### config.mk
export PLATFORM = sky130hd
export DESIGN_NAME = pcx_exec
export DESIGN_NICKNAME = d
export VERILOG_FILES = /design/src/common/pcx_pkg.sv /design/src/rtl/pcx_exec.sv
export VERILOG_INCLUDE_DIRS = /design/src /design/src/common
export SDC_FILE = /design/constraint.sdc
export NUM_CORES = 1
export LEC_CHECK = 0
export ABC_AREA = 1
export BUFFER_PORTS_ARGS = -buffer_cell sky130_fd_sc_hd__buf_2
export CORE_MARGIN = 3
export CORE_UTILIZATION = 30
export CTS_CLUSTER_SIZE = 14
export DETAILED_ROUTE_END_ITERATION = 6
export PLACE_DENSITY = 0.44
export SYNTH_ARGS = -nofsm -noshare
export SYNTH_HDL_FRONTEND = slang
export SYNTH_SLANG_ARGS = --single-unit
### constraint.sdc
create_clock -name sys_clk_i -period 7.31 [get_ports sys_clk_i]
set_clock_uncertainty 0.2 [all_clocks]
set_input_delay 0 -clock sys_clk_i [delete_from_list [all_inputs] [get_ports sys_clk_i]]
set_output_delay 0 -clock sys_clk_i [all_outputs]
set_load 0.02 [all_outputs]
### src/common/pcx_params.svh
`ifndef PCX_PARAMS_SVH
`define PCX_PARAMS_SVH
`define PCX_OP_NOP 8'h00
`define PCX_OP_LD_DATA_POINTER 8'h90
`define PCX_OP_CODE_TABLE_READ_DP 8'h93
`define PCX_OP_CODE_TABLE_READ_PC 8'h83
`define PCX_OP_XRD_R0 8'he2
`define PCX_OP_XRD_R1 8'he3
`define PCX_OP_XWR_R0 8'hf2
`define PCX_OP_XWR_R1 8'hf3
`define PCX_OP_XRD_DP 8'he0
`define PCX_OP_XWR_DP 8'hf0
`define PCX_OP_MUL 8'ha4
// clocks per machine cycle and step positions inside an instruction
`define PCX_CLK_PER_MC 6'd12
`define PCX_CYC_1 6'd1
`define PCX_CYC_2 6'd2
`define PCX_CYC_4 6'd4
`define PCX_T_OPC 6'd2
`define PCX_T_EXE 6'd3
`define PCX_T_B2 6'd5
`define PCX_T_A3 6'd6
`define PCX_T_B3 6'd8
`define PCX_T_ALE_ON 6'd3
`define PCX_T_ALE_OFF 6'd5
`define PCX_T_STB_ON 6'd6
`define PCX_T_STB_OFF 6'd11
`define PCX_T_BUS_END 6'd12
`define PCX_RST_PC 16'h0000
`define PCX_RST_BYTE 8'h00
`define PCX_RST_P2 8'hff
`endif

### src/common/pcx_pkg.sv
package pcx_pkg;
    typedef enum logic [3:0] {
        PCX_NOP, PCX_LD_DATA_POINTER, PCX_CODE_TABLE_READ_DP, PCX_CODE_TABLE_READ_PC, PCX_XRD_RI,
        PCX_XWR_RI, PCX_XRD_DP, PCX_XWR_DP, PCX_MUL, PCX_ILLEGAL
    } pcx_cls_t;
    // external bus pins driven by the core
    typedef struct packed {
        logic ale;
        logic rd_n;
        logic wr_n;
        logic p0_oe;
        logic [7:0] p0;
        logic [7:0] p2;
    } pcx_xbus_t;
    // index register write from the rest of the core
    typedef struct packed {
        logic en;
        logic [2:0] sel;
        logic [7:0] data;
    } pcx_idx_wr_t;
    // software write to the high-address port latch or to B
    typedef struct packed {
        logic en;
        logic [7:0] data;
    } pcx_port_wr_t;
    // architectural state seen by the rest of the core
    typedef struct packed {
        logic [15:0] pc;
        logic [15:0] data_pointer;
        logic [7:0] acc;
        logic [7:0] b;
        logic [7:0] p2_latch;
        logic cy;
        logic ov;
    } pcx_state_t;
endpackage

### src/rtl/pcx_exec.sv
`timescale 1ns/10ps
`include "pcx_params.svh"
module pcx_exec (
    // clock and reset
    input wire logic sys_clk_i,
    input wire logic reset_i,
    // program memory, data valid one clock after address
    output logic [15:0] code_addr_o,
    input wire logic [7:0] code_data_i,
    // core context
    input wire logic [1:0] bank_i,
    input wire pcx_pkg::pcx_idx_wr_t idx_wr_i,
    input wire pcx_pkg::pcx_port_wr_t p2_wr_i,
    input wire pcx_pkg::pcx_port_wr_t b_wr_i,
    // external data bus
    input wire logic [7:0] p0_i,
    output pcx_pkg::pcx_xbus_t xbus_o,
    // status
    output pcx_pkg::pcx_state_t state_o,
    output logic done_o,
    output logic illegal_o
);
    import pcx_pkg::*;

    logic [5:0] cnt_r;
    logic [5:0] last_r;
    logic [7:0] opc_r;
    pcx_cls_t cls_r;
    pcx_cls_t cls_nxt;
    logic [5:0] ncyc_nxt;
    logic [15:0] pc_r;
    logic [15:0] data_pointer_r;
    logic [7:0] acc_r;
    logic [7:0] b_r;
    logic [7:0] p2_latch_r;
    logic cy_r;
    logic ov_r;
    logic [7:0] idx_r [0:7];
    logic [7:0] p0_s1_r;
    logic [7:0] p0_s2_r;
    pcx_xbus_t bus_r;
    logic [15:0] code_addr_r;
    logic done_r;
    logic illegal_r;
    logic decoded_r;
    logic [15:0] prod;
    logic [15:0] table_addr;
    logic [7:0] ri_val;
    logic is_x;
    logic is_xdp;
    logic is_xwr;
    logic at_end;

    // datapath helpers
    assign prod = acc_r * b_r;
    assign table_addr = {8'h00, acc_r} +
        ((cls_r == PCX_CODE_TABLE_READ_PC) ? pc_r : data_pointer_r);
    assign ri_val = idx_r[{bank_i, opc_r[0]}];
    assign is_x = (cls_r == PCX_XRD_RI) || (cls_r == PCX_XWR_RI) ||
        (cls_r == PCX_XRD_DP) || (cls_r == PCX_XWR_DP);
    assign is_xdp = (cls_r == PCX_XRD_DP) || (cls_r == PCX_XWR_DP);
    assign is_xwr = (cls_r == PCX_XWR_RI) || (cls_r == PCX_XWR_DP);
    assign at_end = decoded_r && (cnt_r == last_r);

    // opcode decode to class and machine cycles
    always_comb begin
        cls_nxt = PCX_ILLEGAL;
        ncyc_nxt = `PCX_CYC_1;
        case (code_data_i)
            `PCX_OP_NOP: begin
                cls_nxt = PCX_NOP;
                ncyc_nxt = `PCX_CYC_1;
            end
            `PCX_OP_LD_DATA_POINTER: begin
                cls_nxt = PCX_LD_DATA_POINTER;
                ncyc_nxt = `PCX_CYC_2;
            end
            `PCX_OP_CODE_TABLE_READ_DP: begin
                cls_nxt = PCX_CODE_TABLE_READ_DP;
                ncyc_nxt = `PCX_CYC_2;
            end
            `PCX_OP_CODE_TABLE_READ_PC: begin
                cls_nxt = PCX_CODE_TABLE_READ_PC;
                ncyc_nxt = `PCX_CYC_2;
            end
            `PCX_OP_XRD_R0, `PCX_OP_XRD_R1: begin
                cls_nxt = PCX_XRD_RI;
                ncyc_nxt = `PCX_CYC_2;
            end
            `PCX_OP_XWR_R0, `PCX_OP_XWR_R1: begin
                cls_nxt = PCX_XWR_RI;
                ncyc_nxt = `PCX_CYC_2;
            end
            `PCX_OP_XRD_DP: begin
                cls_nxt = PCX_XRD_DP;
                ncyc_nxt = `PCX_CYC_2;
            end
            `PCX_OP_XWR_DP: begin
                cls_nxt = PCX_XWR_DP;
                ncyc_nxt = `PCX_CYC_2;
            end
            `PCX_OP_MUL: begin
                cls_nxt = PCX_MUL;
                ncyc_nxt = `PCX_CYC_4;
            end
            default: begin
                cls_nxt = PCX_ILLEGAL;
                ncyc_nxt = `PCX_CYC_1;
            end
        endcase
    end

    // instruction clock counter and decoded class
    always_ff @(posedge sys_clk_i or posedge reset_i) begin
        if (reset_i) begin
            cnt_r <= 6'd0;
            last_r <= 6'd0;
            decoded_r <= 1'b0;
            opc_r <= `PCX_RST_BYTE;
            cls_r <= PCX_NOP;
        end else if (at_end) begin
            cnt_r <= 6'd0;
            decoded_r <= 1'b0;
        end else begin
            cnt_r <= cnt_r + 6'd1;
            if (cnt_r == `PCX_T_OPC) begin
                opc_r <= code_data_i;
                cls_r <= cls_nxt;
                last_r <= 6'(ncyc_nxt * `PCX_CLK_PER_MC - 6'd1);
                decoded_r <= 1'b1;
            end
        end
    end

    // program counter and code memory address
    always_ff @(posedge sys_clk_i or posedge reset_i) begin
        if (reset_i) begin
            pc_r <= `PCX_RST_PC;
            code_addr_r <= `PCX_RST_PC;
        end else if (cnt_r == 6'd0) begin
            code_addr_r <= pc_r;
        end else if (cnt_r == `PCX_T_OPC) begin
            pc_r <= pc_r + 16'd1;
        end else if (cnt_r == `PCX_T_EXE) begin
            if (cls_r == PCX_LD_DATA_POINTER) begin
                code_addr_r <= pc_r;
            end else if (cls_r == PCX_CODE_TABLE_READ_DP || cls_r == PCX_CODE_TABLE_READ_PC) begin
                code_addr_r <= table_addr;
            end
        end else if (cls_r == PCX_LD_DATA_POINTER) begin
            if (cnt_r == `PCX_T_B2 || cnt_r == `PCX_T_B3) begin
                pc_r <= pc_r + 16'd1;
            end else if (cnt_r == `PCX_T_A3) begin
                code_addr_r <= pc_r;
            end
        end
    end

    // data pointer load from instruction bytes
    always_ff @(posedge sys_clk_i or posedge reset_i) begin
        if (reset_i) begin
            data_pointer_r <= 16'h0000;
        end else if (decoded_r && cls_r == PCX_LD_DATA_POINTER) begin
            if (cnt_r == `PCX_T_B2) begin
                data_pointer_r[15:8] <= code_data_i;
            end else if (cnt_r == `PCX_T_B3) begin
                data_pointer_r[7:0] <= code_data_i;
            end
        end
    end

    // accumulator, B and flags
    always_ff @(posedge sys_clk_i or posedge reset_i) begin
        if (reset_i) begin
            acc_r <= `PCX_RST_BYTE;
            b_r <= `PCX_RST_BYTE;
            cy_r <= 1'b0;
            ov_r <= 1'b0;
        end else begin
            // software load of B; a multiply result in the same clock wins
            if (b_wr_i.en) begin
                b_r <= b_wr_i.data;
            end
            if (decoded_r) begin
                if ((cls_r == PCX_CODE_TABLE_READ_DP || cls_r == PCX_CODE_TABLE_READ_PC) &&
                    cnt_r == `PCX_T_B2) begin
                    acc_r <= code_data_i;
                end else if ((cls_r == PCX_XRD_RI || cls_r == PCX_XRD_DP) &&
                    cnt_r == `PCX_T_STB_OFF) begin
                    acc_r <= p0_s2_r;
                end else if (cls_r == PCX_MUL && cnt_r == `PCX_T_EXE) begin
                    acc_r <= prod[7:0];
                    b_r <= prod[15:8];
                    ov_r <= (prod[15:8] != 8'h00);
                    cy_r <= 1'b0;
                end
            end
        end
    end

    // index registers, four banks of two
    always_ff @(posedge sys_clk_i or posedge reset_i) begin
        if (reset_i) begin
            for (int i = 0; i < 8; i++) begin
                idx_r[i] <= `PCX_RST_BYTE;
            end
        end else if (idx_wr_i.en) begin
            idx_r[idx_wr_i.sel] <= idx_wr_i.data;
        end
    end

    // high port latch, written only by software
    always_ff @(posedge sys_clk_i or posedge reset_i) begin
        if (reset_i) begin
            p2_latch_r <= `PCX_RST_P2;
        end else if (p2_wr_i.en) begin
            p2_latch_r <= p2_wr_i.data;
        end
    end

    // low port input synchroniser
    always_ff @(posedge sys_clk_i or posedge reset_i) begin
        if (reset_i) begin
            p0_s1_r <= 8'h00;
            p0_s2_r <= 8'h00;
        end else begin
            p0_s1_r <= p0_i;
            p0_s2_r <= p0_s1_r;
        end
    end

    // external bus sequencing
    always_ff @(posedge sys_clk_i or posedge reset_i) begin
        if (reset_i) begin
            bus_r.ale <= 1'b0;
            bus_r.rd_n <= 1'b1;
            bus_r.wr_n <= 1'b1;
            bus_r.p0_oe <= 1'b0;
            bus_r.p0 <= 8'h00;
            bus_r.p2 <= `PCX_RST_P2;
        end else begin
            bus_r.p2 <= p2_latch_r;
            if (decoded_r && is_x) begin
                if (is_xdp && cnt_r >= `PCX_T_ALE_ON &&
                    cnt_r < `PCX_T_BUS_END) begin
                    bus_r.p2 <= data_pointer_r[15:8];
                end
                if (cnt_r == `PCX_T_ALE_ON) begin
                    bus_r.ale <= 1'b1;
                    bus_r.p0_oe <= 1'b1;
                    bus_r.p0 <= is_xdp ? data_pointer_r[7:0] : ri_val;
                end else if (cnt_r == `PCX_T_ALE_OFF) begin
                    bus_r.ale <= 1'b0;
                end else if (cnt_r == `PCX_T_STB_ON) begin
                    bus_r.p0_oe <= is_xwr;
                    bus_r.p0 <= is_xwr ? acc_r : 8'h00;
                    bus_r.rd_n <= is_xwr;
                    bus_r.wr_n <= ~is_xwr;
                end else if (cnt_r == `PCX_T_STB_OFF) begin
                    bus_r.rd_n <= 1'b1;
                    bus_r.wr_n <= 1'b1;
                end else if (cnt_r == `PCX_T_BUS_END) begin
                    bus_r.p0_oe <= 1'b0;
                end
            end
        end
    end

    // completion and illegal opcode pulses
    always_ff @(posedge sys_clk_i or posedge reset_i) begin
        if (reset_i) begin
            done_r <= 1'b0;
            illegal_r <= 1'b0;
        end else begin
            done_r <= at_end;
            illegal_r <= at_end && (cls_r == PCX_ILLEGAL);
        end
    end

    // outputs straight from flops
    assign code_addr_o = code_addr_r;
    assign xbus_o = bus_r;
    assign state_o = '{pc: pc_r, data_pointer: data_pointer_r, acc: acc_r, b: b_r,
        p2_latch: p2_latch_r, cy: cy_r, ov: ov_r};
    assign done_o = done_r;
    assign illegal_o = illegal_r;
endmodule

==> flow_summary.toml <==
[outcome]
run_status = "completed"

[timing]
min_period_ns = 5.04
hold_ws_ns = 0.0764
finalSetupViolations = 0
slew_violations = 0
setup_tns_ns = 0
worst_slack_ns = 2.27
max_freq_mhz = 198
hold_violations = 0
fin_crit_sh_pct = 69.0
max_slew.worst_pin.slew_ns = 1.04
slew-limit-headroom_pct = 30.7
rsz0062_at_grt = "false"

[final_layout]
nets = 1857
layout.cells.most_common = "nand2_1"
antenna_cells = 0
area_growth_pct = 22.4
finish.instance_area_um2 = 14500
drive_above_1_share_pct = 14.0
final_cell_mix = "406 x nand2_1, 210 x inv_1, 174 x dfrtp_1, 149 x o21ai_0, 144 x buf_2"

[pwr]
switchingPower_mw = 3.45
p_total_mw = 6.90
pwr-share-clk_pct = 15.1
p_int_mw = 3.45
powerDensity_nw_per_um2 = 476
combPwrFrac_pct = 63.4
p_leak_nw = 7.42
share_seq_of_total_power_pct = 21.6
swShare_pct = 50.0
irDropWorstVdd_mv = 0.608

[route]
ant_nets = 0
dr.pass1.iters = 5
drtIter0Drc = 644
via_per_inst = 4.66
wl_um = 37000
vias = 10500
drc = 0
wl_per_cell_um = 16.4

[cts]
htree_levels = 4
cts_hold_buf = 88
ctsRootBufferMaster = "clkbuf_16"
clock_latency_ns = 0.46
cts_resized = 0
cts_tree = "yes"
cts_setup_buffers = 0
cts.path.max_buffers = 2
cts_made_buffers = 17
cts.clk_slew.worst_paths_ns = 0.08
clock_sinks = 192

[place]
post_dp_cell_area_um2 = 13000
gp_congestion = 0.826
io_buffers = 144
dp_slack_ns = 2.66
dp_hpwl_um = 26900

[floorplan]
die_x_um = 205
die-area_um2 = 41900
coreArea_um2 = 38800
num_rows = 72
pin_count = 146
initial_utilization_pct = 30.5
die_h_um = 205

[synth]
syn_inst = 1520
syn-cell-area_um2 = 11800
synth_edf_count = 0
postSynthAreaPerCell_um2 = 7.79
ys_warn_count = 0
synthesis.nets = 1656
synth_flop_cell = "dfrtp_1"
async_reset_ff_share_pct = 100
synthDistinctLibCells = 49
synth-seq-cells = 192
seq_area_frac_synth_pct = 40.7

[setup_path]
cp_max_fo = 12
path_class = "flip-flop to flip-flop"
cp-end-kind = "flip-flop"
cp-start-kind = "flip-flop"
required_ns = 7.46
critPathArrivalTime_ns = 5.19

[run]
maxCapViolCount = 0

[global_routing]
overflow = 0
grt_max_degree = 135
antenna_found_initial = 0
track_usage_pct = 18.0
grt_pass1_vias = 10400
grt_first_pass_wirelength_um = 58900

[worst_hold_path]
min_path_type = "primary input to asynchronous set/reset pin"
## worst paths after layout
check	start	slack, ns	cells past startpoint	to
max	acc_r[0]$_DFFE_PP0P_	2.27	17	b_r[1]$_DFF_PP0_
min	reset_i	0.08	3	idx_r[59]$_DFFE_PP0P_
max reg2reg	acc_r[0]$_DFFE_PP0P_	2.27	17	b_r[1]$_DFF_PP0_
min reg2reg	p0_s1_r[4]$_DFF_PP0_	0.15	0	p0_s2_r[4]$_DFF_PP0_
max in group asynchronous	reset_i	5.40	4	xbus_o[19]$_DFFE_PP0P_
min in group sys_clk_i	idx_wr_i[8]	0.10	5	idx_r[41]$_DFFE_PP0P_
## cells by family after synthesis
logic type | after synthesis | synth area share [%]
buf+inv | 275 | 9.22
other cells | 1 | 0.0317
flops | 192 | 40.7
simple gates | 655 | 23.4
mux | 7 | 0.665
fa+ha+maj | 86 | 11.4
compound gates | 281 | 12.8
xor+xnor | 23 | 1.70
## critical path, cell delays in order, from the launching register on
cell and delay, ns:
dfrtp_1 0.64, nand2_1 0.15, fa_1 0.53, fa_1 0.55, inv_1 0.06, fa_1 0.54
inv_1 0.06, fa_1 0.54, inv_1 0.04, ha_1 0.34, nand2_1 0.11, inv_1 0.08
nand2_1 0.07, nand2_1 0.07, nand2_1 0.07, a21oi_1 0.24, a31oi_1 0.07, dlygate4sd3_1 0.57
## cells in the mapped netlist (2+ instances only)
cell,n,share of area (%)
nand3b_1,8,0.51
o21ai_2,3,0.22
ha_1,49,5.2
o21ai_1,6,0.25
nor2_1,130,4.1
buf_2,4,0.17
xor2_1,18,1.3
buf_6,4,0.38
nor4_1,5,0.26
nor3_1,10,0.42
nor2_2,3,0.16
clkbuf_1,41,1.3
fa_1,37,6.3
buf_4,3,0.19
mux2_2,7,0.67
a21oi_1,73,3.1
inv_2,8,0.25
inv_1,211,6.7
nand2_1,406,13
nand3_2,2,0.17
dfrtp_1,174,37
nand3_4,2,0.30
xnor2_1,5,0.37
a31oi_1,13,0.69
nand3_1,56,2.4
o211ai_1,13,0.82
o22ai_1,17,0.90
nand4_1,14,0.74
nor2_4,6,0.57
o21bai_1,2,0.13
o21ai_0,149,6.3
nand2_2,6,0.32
dfstp_2,18,4.0
nor3_2,2,0.17
## metal layers
layer / vias to the layer above / part of all wire, % / global-route usage (%) / routed length (µm)
met2: 229 / 45 / 28.5 / 16800
met3: 32 / 4.6 / 3.04 / 1690
met4: 0 / 1.5 / 4.55 / 543
met5: - / 0 / 0 / 0
li1: 5246 / - / - / -
met1: 4973 / 49 / 25.7 / 18000
## cell type report
type                    instances  area (µm²)
fillers                      4119       24300
well taps                     518         648
clock buffers                  18         439
clock inverters                13         190
repair buffers                236        1630
inverters                     221         840
flip-flops and latches        192        4830
multi-input cells            1053        5930
## flip-flops by register name, summed over array words and instances (netlist names)
name            flops
opc_r               1
acc_r               8
ov_r                1
xbus_o             20
cls_r               4
idx_r              64
p0_s1_r             8
b_r                 8
data_pointer_r     16
code_addr_o        16
p2_latch_r          8
done_o              1
illegal_o           1
pc_r               16
last_r              5
cnt_r               6
decoded_r           1
p0_s2_r             8
## power groups by stage
| stage | registers, mW | logic (mW) | clock network (mW) |
|---|---|---|---|
| final | 1.49 | 4.37 | 1.04 |
| after global placement | 1.51 | 4.33 | 0 |
| after global routing | 1.52 | 5.15 | 1.12 |
| after floorplan | 1.52 | 3.23 | 0 |
| after CTS | 1.49 | 4.41 | 1.07 |
| after detailed placement | 1.51 | 4.33 | 0 |
## through the flow
step	util, %	std cells
5_1_grt	37.4	2251
4_1_cts	37.4	2251
6_report	37.4	2251
2_1_floorplan	-	1520
3_5_place_dp	33.5	2132
3_3_place_gp	33.5	2132
Power figures use the tool's default switching activity.
